**src/pkg/ssps_pkg.sv**
```systemverilog
// constants and types shared by the strap capture and serial pin select block
package ssps_pkg;
    // positions inside the synchronised pin vector
    localparam int SYN_W = 13;
    localparam int SYN_HOST_STRAP = 0;
    localparam int SYN_SEL = 1;
    localparam int SYN_SCK = 2;
    localparam int SYN_HOST_DATA = 3;
    localparam int SYN_SLAVE_OUT = 4;
    localparam int SYN_CONSOLE_TX = 5;
    localparam int SYN_FLASH_SEL = 6;
    localparam int SYN_TEST_OUT = 7;
    localparam int SYN_FLASH_DIN = 8;
    localparam int SYN_CONSOLE_RX = 9;
    localparam int SYN_TEST_RST_N = 10;
    localparam int SYN_TEST_CLK = 11;
    localparam int SYN_TEST_DIN = 12;
    // strap values shown before the first capture
    localparam logic HOST_MODE_RST = 1'b1;
    localparam logic ENERGY_RST = 1'b1;
    localparam logic LAMP_SEL_RST = 1'b0;
    localparam logic LOOP_DET_RST = 1'b0;
    localparam logic MICRO_EN_RST = 1'b1;
    // lamp pins sink current, so a lit lamp is a low level
    localparam logic LAMP_ON_LEVEL = 1'b0;
    localparam int LAMP_W = 8;
    localparam int SYNC_STAGES = 2;
    // cycles after release before straps are taken: covers the synchroniser
    localparam int STRAP_SETTLE_CYC = 4;
    localparam int CNT_W = 3;
    localparam int TEST_SHIFT_W = 8;
    typedef enum logic [1:0] {
        SSPS_HOLD,
        SSPS_SETTLE,
        SSPS_RUN
    } ssps_state_e;
endpackage

```
**src/core/ssps_sync.sv**
```systemverilog
// two flip-flop synchroniser for a vector of independent pin levels
`timescale 1ns/10ps
`default_nettype none
module ssps_sync #(
    parameter int WIDTH = 1
) (
    input wire logic clk,
    input wire logic rst,
    input wire logic [WIDTH-1:0] async_in,
    output logic [WIDTH-1:0] sync_out
);
    logic [WIDTH-1:0] meta_q;
    logic [WIDTH-1:0] sync_q;
    genvar i;
    generate
        for (i = 0; i < WIDTH; i++)
        begin : g_bit
            always_ff @(posedge clk)
            begin
                if (rst)
                begin
                    meta_q[i] <= 1'b0;
                    sync_q[i] <= 1'b0;
                end
                else
                begin
                    meta_q[i] <= async_in[i];
                    sync_q[i] <= meta_q[i];
                end
            end
        end
    endgenerate
    assign sync_out = sync_q;
endmodule // ssps_sync
`default_nettype wire

```
**src/core/ssps_pin_select.sv**
```systemverilog
// power-on strap capture and function select for serial, flash, test and console pins
`timescale 1ns/10ps
`default_nettype none
// Function
// - sample host/memory strap; high means slave port
// - slave port answers only while select low
// - memory master drives select high to read
// - slave shifts read data out, takes input
// - host data pin floats during reset
// - energy strap from slave-out pin, default one
// - lamp strap moves uplink pins to lamps
// - flash chip select is active low
// - loop-detect strap from flash select pin
// - flash clock, data out, data in
// - test reset low resets test controller
// - test data captured on test clock rise
// - microcontroller strap from test-out pin
// - lamp outputs are fixed active low
module ssps_pin_select
    import ssps_pkg::*;
#(
    parameter int LAMPS = ssps_pkg::LAMP_W,
    parameter int SHIFT_W = ssps_pkg::TEST_SHIFT_W
) (
    input wire logic clk,
    input wire logic rst,
    input wire logic host_mem_strap_pin,
    input wire logic serial_sel_in,
    output logic serial_sel_out,
    output logic serial_sel_oe,
    input wire logic serial_clk_in,
    output logic serial_clk_out,
    output logic serial_clk_oe,
    input wire logic host_data_in,
    output logic host_data_out,
    output logic host_data_oe,
    input wire logic slave_out_energy_strap_pin_in,
    output logic slave_out_energy_strap_pin_out,
    output logic slave_out_energy_strap_pin_oe,
    input wire logic console_tx_lamp_strap_pin_in,
    output logic console_tx_lamp_strap_pin_out,
    output logic console_tx_lamp_strap_pin_oe,
    input wire logic console_receive,
    output logic [LAMPS-1:0] uplink_pin_out,
    output logic flash_clock_out,
    input wire logic flash_select_loop_strap_pin_in,
    output logic flash_select_loop_strap_pin_out,
    output logic flash_select_loop_strap_pin_oe,
    input wire logic flash_data_in,
    output logic flash_data_out,
    input wire logic test_reset_n,
    input wire logic test_clk,
    input wire logic test_data_in,
    input wire logic test_out_micro_strap_pin_in,
    output logic test_out_micro_strap_pin_out,
    output logic test_out_micro_strap_pin_oe,
    input wire logic core_slave_tx_data,
    input wire logic core_slave_tx_en,
    input wire logic core_mem_read,
    input wire logic core_mem_clk,
    input wire logic core_mem_data,
    input wire logic core_console_tx,
    input wire logic [LAMPS-1:0] core_uplink_data,
    input wire logic [LAMPS-1:0] core_lamp_on,
    input wire logic core_flash_clk,
    input wire logic core_flash_select,
    input wire logic core_flash_data,
    input wire logic core_test_out,
    input wire logic core_test_out_en,
    output logic straps_valid,
    output logic host_mode,
    output logic energy_saving_strap,
    output logic uplink_lamp_select,
    output logic loop_detect_strap,
    output logic micro_enable,
    output logic slave_selected,
    output logic slave_clk,
    output logic slave_data_in,
    output logic mem_data_in,
    output logic console_rx,
    output logic flash_din,
    output logic test_ctrl_in_reset,
    output logic [SHIFT_W-1:0] test_shift
);
    import ssps_pkg::*;

    logic [SYN_W-1:0] pins_raw;
    logic [SYN_W-1:0] pins_s;
    assign pins_raw = {test_data_in, test_clk, test_reset_n, console_receive, flash_data_in,
        test_out_micro_strap_pin_in, flash_select_loop_strap_pin_in,
        console_tx_lamp_strap_pin_in, slave_out_energy_strap_pin_in, host_data_in,
        serial_clk_in, serial_sel_in, host_mem_strap_pin};

    ssps_sync #(
        .WIDTH(SYN_W)
    ) u_sync (
        .clk(clk),
        .rst(rst),
        .async_in(pins_raw),
        .sync_out(pins_s)
    );

    // control group: power-on sequence, straps, test capture
    ssps_state_e state_q, state_d;
    logic [CNT_W-1:0] cnt_q, cnt_d;
    logic host_q, host_d, energy_q, energy_d, lamp_q, lamp_d;
    logic loop_q, loop_d, micro_q, micro_d, valid_q, valid_d;
    logic tck_prev_q, tck_prev_d, tap_rst_q, tap_rst_d;
    logic [SHIFT_W-1:0] shift_q, shift_d;
    logic tck_rise;

    assign tck_rise = pins_s[SYN_TEST_CLK] & ~tck_prev_q;

    always_comb
    begin
        state_d = state_q;
        cnt_d = cnt_q;
        host_d = host_q;
        energy_d = energy_q;
        lamp_d = lamp_q;
        loop_d = loop_q;
        micro_d = micro_q;
        valid_d = valid_q;
        case (state_q)
            SSPS_HOLD:
            begin
                state_d = SSPS_SETTLE;
                cnt_d = '0;
            end
            SSPS_SETTLE:
            begin
                cnt_d = cnt_q + 1'b1;
                if (cnt_q == CNT_W'(STRAP_SETTLE_CYC - 1))
                begin
                    state_d = SSPS_RUN;
                    valid_d = 1'b1;
                    host_d = pins_s[SYN_HOST_STRAP];
                    energy_d = pins_s[SYN_SLAVE_OUT];
                    lamp_d = pins_s[SYN_CONSOLE_TX];
                    loop_d = pins_s[SYN_FLASH_SEL];
                    micro_d = pins_s[SYN_TEST_OUT];
                end
            end
            // straps are never touched again here until rst
            SSPS_RUN: state_d = SSPS_RUN;
            default: state_d = SSPS_HOLD;
        endcase
        tck_prev_d = pins_s[SYN_TEST_CLK];
        tap_rst_d = ~pins_s[SYN_TEST_RST_N];
        shift_d = shift_q;
        if (~pins_s[SYN_TEST_RST_N])
            shift_d = '0;
        else if (tck_rise)
            shift_d = {shift_q[SHIFT_W-2:0], pins_s[SYN_TEST_DIN]};
    end

    always_ff @(posedge clk)
    begin
        if (rst)
        begin
            state_q <= SSPS_HOLD;
            cnt_q <= '0;
            host_q <= HOST_MODE_RST;
            energy_q <= ENERGY_RST;
            lamp_q <= LAMP_SEL_RST;
            loop_q <= LOOP_DET_RST;
            micro_q <= MICRO_EN_RST;
            valid_q <= 1'b0;
            tck_prev_q <= 1'b0;
            tap_rst_q <= 1'b1;
            shift_q <= '0;
        end
        else
        begin
            state_q <= state_d;
            cnt_q <= cnt_d;
            host_q <= host_d;
            energy_q <= energy_d;
            lamp_q <= lamp_d;
            loop_q <= loop_d;
            micro_q <= micro_d;
            valid_q <= valid_d;
            tck_prev_q <= tck_prev_d;
            tap_rst_q <= tap_rst_d;
            shift_q <= shift_d;
        end
    end

    // pin group: every pin and core-side output is registered
    logic run;
    logic [14:0] pin_d, pin_q;
    logic [LAMPS-1:0] uplink_d, uplink_q;
    logic [6:0] oe_d, oe_q;
    assign run = (state_q == SSPS_RUN);

    always_comb
    begin
        pin_d = '0;
        oe_d = '0;
        if (run)
        begin
            if (host_q)
            begin
                pin_d[0] = core_slave_tx_data;
                oe_d[3] = core_slave_tx_en & ~pins_s[SYN_SEL];
            end
            else
            begin
                pin_d[1] = core_mem_read;
                pin_d[2] = core_mem_clk;
                pin_d[3] = core_mem_data;
                oe_d[0] = 1'b1;
                oe_d[1] = 1'b1;
                oe_d[2] = 1'b1;
            end
            oe_d[4] = 1'b1;
            oe_d[5] = 1'b1;
            oe_d[6] = core_test_out_en;
            pin_d[4] = core_console_tx;
            pin_d[5] = ~core_flash_select;
            pin_d[6] = core_test_out;
            pin_d[7] = core_flash_clk;
            pin_d[8] = core_flash_data;
        end
        pin_d[9] = host_q & run & ~pins_s[SYN_SEL];
        pin_d[10] = host_q & pins_s[SYN_SCK];
        pin_d[11] = host_q & pins_s[SYN_HOST_DATA];
        pin_d[12] = ~host_q & pins_s[SYN_SLAVE_OUT];
        pin_d[13] = pins_s[SYN_CONSOLE_RX];
        pin_d[14] = pins_s[SYN_FLASH_DIN];
        // lamp drive inverted: lit lamp pulls the pin low
        uplink_d = lamp_q ? ~core_lamp_on : core_uplink_data;
        if (!run)
            uplink_d = '0;
    end

    always_ff @(posedge clk)
    begin
        if (rst)
        begin
            pin_q <= '0;
            oe_q <= '0;
            uplink_q <= '0;
        end
        else
        begin
            pin_q <= pin_d;
            oe_q <= oe_d;
            uplink_q <= uplink_d;
        end
    end

    assign slave_out_energy_strap_pin_out = pin_q[0];
    assign serial_sel_out = pin_q[1];
    assign serial_clk_out = pin_q[2];
    assign host_data_out = pin_q[3];
    assign console_tx_lamp_strap_pin_out = pin_q[4];
    assign flash_select_loop_strap_pin_out = pin_q[5];
    assign test_out_micro_strap_pin_out = pin_q[6];
    assign flash_clock_out = pin_q[7];
    assign flash_data_out = pin_q[8];
    assign slave_selected = pin_q[9];
    assign slave_clk = pin_q[10];
    assign slave_data_in = pin_q[11];
    assign mem_data_in = pin_q[12];
    assign console_rx = pin_q[13];
    assign flash_din = pin_q[14];
    assign serial_sel_oe = oe_q[0];
    assign serial_clk_oe = oe_q[1];
    assign host_data_oe = oe_q[2];
    assign slave_out_energy_strap_pin_oe = oe_q[3];
    assign console_tx_lamp_strap_pin_oe = oe_q[4];
    assign flash_select_loop_strap_pin_oe = oe_q[5];
    assign test_out_micro_strap_pin_oe = oe_q[6];
    assign uplink_pin_out = uplink_q;
    assign straps_valid = valid_q;
    assign host_mode = host_q;
    assign energy_saving_strap = energy_q;
    assign uplink_lamp_select = lamp_q;
    assign loop_detect_strap = loop_q;
    assign micro_enable = micro_q;
    assign test_ctrl_in_reset = tap_rst_q;
    assign test_shift = shift_q;
endmodule // ssps_pin_select
`default_nettype wire

```
**config.mk**
```make
export PLATFORM = sky130hd
export DESIGN_NAME = ssps_pin_select
export DESIGN_NICKNAME = d
export VERILOG_FILES = /design/src/pkg/ssps_pkg.sv /design/src/core/ssps_sync.sv /design/src/core/ssps_pin_select.sv
export SDC_FILE = /design/constraint.sdc
export NUM_CORES = 1
export LEC_CHECK = 0
export ABC_AREA = 1
export BUFFER_PORTS_ARGS = -buffer_cell sky130_fd_sc_hd__buf_4
export CAP_MARGIN = 20
export CORE_ASPECT_RATIO = 1.75
export CORE_MARGIN = 1.5
export CORE_UTILIZATION = 49
export CTS_CLUSTER_DIAMETER = 50
export CTS_CLUSTER_SIZE = 28
export DETAILED_ROUTE_END_ITERATION = 10
export PLACE_DENSITY = 0.78
export SETUP_SLACK_MARGIN = 0.1
export SYNTH_ARGS = -nofsm -noshare
export SYNTH_HDL_FRONTEND = slang
export SYNTH_SLANG_ARGS = --single-unit
```
**constraint.sdc**
```tcl
create_clock -name clk -period 1.28 [get_ports clk]
set_input_delay 0.256 -clock clk [delete_from_list [all_inputs] [get_ports clk]]
set_output_delay 0.256 -clock clk [all_outputs]
set_load 0.01 [all_outputs]
```
==> impl_metrics.ini, run 1 <==
[timing]
finalMaxSlewViolations = 0
tns_ns = 0
maxSlewHeadroom_pct = 86.8
fin_worst_skew_ns = 0.00895
hold_slack_ns = 0.0672
rsz0062_at_grt = false
period_minus_slack_ns = 1.11
hold_viol = 0
setup_violations = 0
tightest_slew_ns = 0.197
period_share_pct = 86.8
clock.fmax_ghz = 0.900

[place]
dp.final_hpwl_um = 3210
gp_congestion = 0.742
port_buffers = 86

[routing]
num_vias = 1997
met3WireLength_um = 394
via_per_inst = 4.38
dr.pass1.iters = 8
drt-total-wl_um = 4430
routed.top_layer = met4
drc_errors = 11
wl_met1_um = 1600
detail_route.wl_per_cell_um = 9.72
drtIter0Drc = 91
dr_wl_met2_um = 2300
drtAntennaViolNets = 0

[pwr]
swShare_pct = 25.7
pwr-share-seq_pct = 52.6
power_frac_clock_pct = 31.3
intPower_mw = 3.58
powerDensity_mw_per_mm2 = 1400
p_sw_mw = 1.24
ir_drop_mv = 0.844
p_leak_nw = 1.70
p_comb_share_pct = 16.2

[clocking]
clock-sinks = 74
ctsHoldBuffers = 0
post_cts_buffers = 0
cts_max_level = 3
tritoncts = built
cts_root_buffer = clkbuf_8
path_clk_slew_ns = 0.07
clk_latency_ns = 0.34
cts_buffers = 9
cts_buffer_depth = 2

[final_layout]
drive_gt1_share_pct = 32.1
fill_cells = 438
antenna_cells = 0
area_delta_synth_final_pct = 34.3
nets = 445

[worst_setup_path]
critical_path.startpoint_type = flop
crit_arrival_ns = 0.85
rr_startpoint = cnt_q[0]
critPathKind = flop to primary output
crit_chain = buf_4
crit_family = flip-flops
worstPathRequired_ns = 1.02
crit_path_end_kind = primary output
crit_buf_inv = 1
reg2reg_depth = 6
cp_slowest_cell = dfxtp_4
crit_fanout = 9
crit_path_max_incr_delay_ns = 0.39
r2r_slack_ns = 0.18
reg2reg_to = straps_valid

[min_path]
hp-start = core_flash_select
holdPathStages = 2
holdPathEnd = pin_q[5]
hold_path.class = input pin to flop

[logic_synthesis]
synth.avg_cell_area_um2 = 8.34
netlist_area_mm2 = 0.00256
synth_seq_cells = 74
ys_types = 20
ys.warnings.count = 0
synth-edff-count = 0
syn_nets = 355
async_flop_share_pct = 0
seq_area_frac_synth_pct = 57.8
ys.flop_type = dfxtp_1
syn-instance-count = 307

[floorplanning]
rows = 34
fp.dieH_um = 98.6
dieArea_mm2 = 0.00569
pin_count = 87
die_x_um = 57.7
start_util_pct = 51.0
core_mm2 = 0.00502

[global_routing]
grt_first_pass_wirelength_um = 7420
first_global_vias = 1850
track_usage_pct = 16.9
antenna_found_initial = 0
grt_overflow_total = 0
grt_max_degree = 16

[run_status]
violations = design-rule violations
status = finished, violations left

[flow_run]
maxCapViolations = 0
==> cells in the final DEF (no fill, tap or decap), drive strengths merged <==
master  count
dfxtp      74
nor2       90
nand3      13
a21oi       2
buf        91
inv        62
ha          6
nor3b       2
o21ai       3
nor3        2
clkinv      3
nand2      41
clkbuf     13
==> worst max path at each step <==
stage	start	endpoint	slack (ns)	cells after the start
floorplan	state_q[1]	loop_detect_strap	0.17	7
global placement	state_q[1]	loop_detect_strap	0.14	5
detailed placement	state_q[1]	straps_valid	0.08	6
CTS	cnt_q[0]	straps_valid	0.10	6
global route	state_q[0]	uplink_pin_out[1]	0.09	6
finish	uplink_lamp_select	uplink_lamp_select	0.17	1
==> power groups by stage <==
stage	combinational [mW]	sequential (mW)	clock [mW]
2_1_floorplan	0.439	2.59	0
3_3_place_gp	0.696	2.56	0
3_5_place_dp	0.717	2.57	0
4_1_cts	0.725	2.52	1.56
5_1_grt	0.881	2.55	1.67
6_report	0.781	2.54	1.51
==> Yosys cell counts, types with 2 or more instances <==
cell type	n	share of area (%)
a21oi_1	2	0.39
inv_2	5	0.73
nor2_1	87	13
inv_1	56	8.2
ha_1	6	2.9
nor3b_2	2	0.98
nor3_2	2	0.78
dfxtp_1	74	58
nand3_1	13	2.5
o21ai_0	3	0.59
buf_6	5	2.2
nand2_1	39	5.7
buf_4	6	1.8
==> stage by stage <==
step	cell area, um2	cells	setup WS, ns	power (mW)	util [%]
global placement	3220	440	0.136	3.26	64.1
floorplan	2560	307	0.175	3.03	-
finish	3440	456	0.169	4.82	68.5
global route	3440	456	0.0948	5.09	68.5
CTS	3390	456	0.101	4.80	67.5
detailed placement	3220	440	0.0762	3.29	64.1
==> metal layers <==
metal  vias up  global-route usage [%]
met5         -                       0
met4         0                    10.7
met3        13                    6.04
met2        76                    29.1
met1       849                    16.6
li1       1059                       -
==> registers in the layout, indices dropped and copies added (netlist names), 2 cells and up <==
name / count
cnt_q: 3
oe_q: 4
pin_q: 15
state_q: 2
test_shift: 8
u_sync.meta_q: 13
u_sync.sync_out: 13
uplink_pin_out: 8
==> cell families after synthesis <==
kind of cell	after synthesis	synth area share [%]
DFF	74	57.8
buffers and inverters	74	13.3
AOI/OAI and AO/OA	5	0.977
and+or+nand+nor	148	24.9
adders and majority gates	6	2.93
==> cell type report <==
cell class / instances / area [um2] / share of cell area, %
timing repair buffer: 91 / 696 / 20.2
sequential: 74 / 1490 / 43.3
clock buffer: 13 / 149 / 4.33
clock inverter: 3 / 15.0 / 0.436
inverter: 62 / 238 / 6.91
tap: 54 / 67.6 / 1.96
multi-input combinational: 159 / 785 / 22.8
==> repair_timing <==
action | 4_1_cts | 5_1_grt
pin swaps | 0 | 2
resized for setup | 3 | 15
endpoints found under the setup margin | 10 | 22
endpoints found under the hold margin | 0 | 0
No activity file was read; power rests on OpenSTA's default activity.
==> run 2, diff against run 1 <==
--- a/config.mk
+++ b/config.mk
@@ -5,12 +5,12 @@
 export SDC_FILE = /design/constraint.sdc
 export NUM_CORES = 1
 export LEC_CHECK = 0
-export ABC_AREA = 1
+export ABC_AREA = 0
 export BUFFER_PORTS_ARGS = -buffer_cell sky130_fd_sc_hd__buf_4
 export CAP_MARGIN = 20
 export CORE_ASPECT_RATIO = 1.75
 export CORE_MARGIN = 1.5
-export CORE_UTILIZATION = 49
+export CORE_UTILIZATION = 48
 export CTS_CLUSTER_DIAMETER = 50
 export CTS_CLUSTER_SIZE = 28
 export DETAILED_ROUTE_END_ITERATION = 10
==> run 2 against run 1 <==
  * The flow now finishes without violations
  * Synthesized cell count shrank 29%
  * Critical path depth grew 4
  * Die area down 3.9%
  * Synthesized area is 6.1% lower
  * Sequential share of layout area up 0.058 points
  * Sequential cell count unchanged
  * Final cell count down 19%
==> impl_metrics.ini, run 2 <==
[floorplanning]
fp.dieH_um = 96.7
rows = 33
dieArea_mm2 = 0.00546
core_mm2 = 0.00475
pin_count = 87
start_util_pct = 50.7
die_x_um = 56.5

[final_layout]
final_util_pct = 72.3
largest_reg_flops = 15
nets = 359
drive_gt1_share_pct = 41.8
regArea_mm2 = 0.00149
largest-register = pin_q
fill_cells = 350
multiInputGateArea_um2 = 887
mostFrequentLayoutCells = 94 x buf_4, 69 x dfxtp_1, 30 x nor2b_1
postLayoutCellArea_mm2 = 0.00343
antenna_cells = 0
layout_commonest_cell = buf_4
area_delta_synth_final_pct = 42.7

[logic_synthesis]
synthTopCellsByArea = dfxtp_1 62%, nor2b_1 8.1%, mux2i_1 7.9%, nor2_1 3.9%, ha_1 3.1%
ys.flop_type = dfxtp_1
synth.avg_cell_area_um2 = 11.1
async_flop_share_pct = 0
synthMostInstantiatedCell = dfxtp_1
ys_top_cells_by_count = 74 x dfxtp_1, 31 x nor2b_1, 25 x nor2_1
ys_types = 23
syn_nets = 265
netlist_area_mm2 = 0.00241
synth_top_cell_area_share_pct = 61.6
synth-edff-count = 0
syn-instance-count = 217
seq_area_frac_synth_pct = 61.6
synth_seq_cells = 74
ys.warnings.count = 0
synth_top_cell_by_area = dfxtp_1

[worst_setup_path]
crit_fanout = 7
reg2reg_depth = 5
cp_slowest_cell = dfxtp_4
critPathCapture = micro_enable
critical_path.startpoint_type = flop
crit_family = flip-flops
crit_start = state_q[1]
worstPathRequired_ns = 1.51
crit_chain = inv_4 -> ha_4 -> buf_12 -> and3_4 -> a211o_1
reg2reg_to = micro_enable
crit_cells = 5
crit_arrival_ns = 1.44
crit_path_max_incr_delay_ns = 0.37
r2r_slack_ns = 0.07
rr_startpoint = state_q[1]
crit_buf_inv = 2
critPathKind = flop to flop
crit_path_end_kind = flop

[timing]
setup_violations = 0
rsz0062_at_grt = true
maxSlewHeadroom_pct = 79.9
period_share_pct = 94.5
fin_worst_skew_ns = 0.00823
tightest_slew_ns = 0.302
clock.fmax_ghz = 0.827
hold_viol = 0
period_minus_slack_ns = 1.21
worst_slack_ns = 0.0703
hold_slack_ns = 0.0697
finalMaxSlewViolations = 0

[routing]
detail_route.wl_per_cell_um = 12.1
drtIter0Drc = 31
num_vias = 1696
dr.pass1.iters = 4
drc_errors = 0
via_per_inst = 4.61
drt-total-wl_um = 4440
drtAntennaViolNets = 0

[place]
gp_congestion = 0.724
dp.final_hpwl_um = 3120
port_buffers = 86
pre_cts_ws_ns = -0.0353
place_area_mm2 = 0.00310

[clocking]
clock-sinks = 74
cts_max_level = 3
tritoncts = built
cts_buffers = 9
path_clk_slew_ns = 0.08
cts_root_buffer = clkbuf_8
cts_buffer_depth = 2
clk_latency_ns = 0.34

[global_routing]
grt_first_pass_wirelength_um = 6930
grt_max_degree = 33
grt_overflow_total = 0
first_global_vias = 1534
track_usage_pct = 16.7
antenna_found_initial = 0

[pwr]
power_frac_clock_pct = 34.6
powerDensity_mw_per_mm2 = 1530
p_total_mw = 5.26
ir_drop_mv = 1.92
p_comb_share_pct = 17.2
intPower_mw = 3.95
p_sw_mw = 1.31
p_leak_nw = 1.61
pwr-share-seq_pct = 48.2
swShare_pct = 24.9

[run_status]
status = completed

[min_path]
holdPathStages = 2
hold_path.class = input pin to flop
hp-start = core_flash_select

[flow_run]
maxCapViolations = 0
-- run 2: cells by family (layout without fill, tap and decap cells) --
family	after synthesis	in the layout	synth area share (%)
adders and majority gates	6	6	3.12
buffers and inverters	24	123	4.99
AOI/OAI and AO/OA	8	8	2.34
and+or+nand+nor	86	86	20.1
DFF	74	74	61.6
muxes	19	19	7.90
-- run 2: power by group through the flow --
stage / Sequential (mW) / Clock, mW / Combinational (mW)
after global placement: 2.58 / 0 / 0.672
after detailed placement: 2.58 / 0 / 0.692
final: 2.53 / 1.82 / 0.906
after global routing: 2.55 / 2.00 / 0.977
after floorplan: 2.62 / 0 / 0.380
after CTS: 2.53 / 1.87 / 0.752
-- run 2: timing repair --
item,CTS,global route
endpoints found under the setup margin,23,8
resized for setup,11,6
pin swaps,5,4
buffers inserted,2,5
hold buffers,0,0
-- run 2: worst min-delay path by stage --
stage / endpoint / slack (ns)
after floorplan: pin_q[5] / 0.33
after global placement: pin_q[10] / 0.41
after detailed placement: pin_q[10] / 0.41
after CTS: pin_q[5] / 0.05
after global routing: pin_q[5] / 0.05
final: pin_q[5] / 0.07
-- run 2: per-stage QoR --
step / cells / setup TNS [ns]
6_report: 368 / 0
3_5_place_dp: 345 / -0.163
3_3_place_gp: 345 / 0
4_1_cts: 363 / 0
5_1_grt: 368 / 0
2_1_floorplan: 217 / 0
-- run 2: layer usage --
metal	GRT usage [%]	vias up	part of all wire [%]
met5	0	-	0
li1	-	872	-
met2	27.8	57	53
met1	18.1	760	38
met3	4.68	7	5.8
met4	10.4	0	2.6
-- run 2: final cells by class --
cell class / instances / area share, %
Sequential cell: 74 / 43.4
Multi-Input combinational cell: 119 / 25.8
Timing Repair Buffer: 96 / 21.5
Clock buffer: 10 / 4.01
Clock inverter: 6 / 2.11
Tap cell: 52 / 1.90
Inverter: 11 / 1.28
-- run 2: worst reg2reg max path, delay by kind of cell (launching register included) --
| kind | cells | cell delay [ns] |
|---|---|---|
| flops | 1 | 0.37 |
| simple gates | 1 | 0.14 |
| compound gates | 1 | 0.25 |
| buf+inv | 2 | 0.17 |
| fa+ha+maj | 1 | 0.16 |
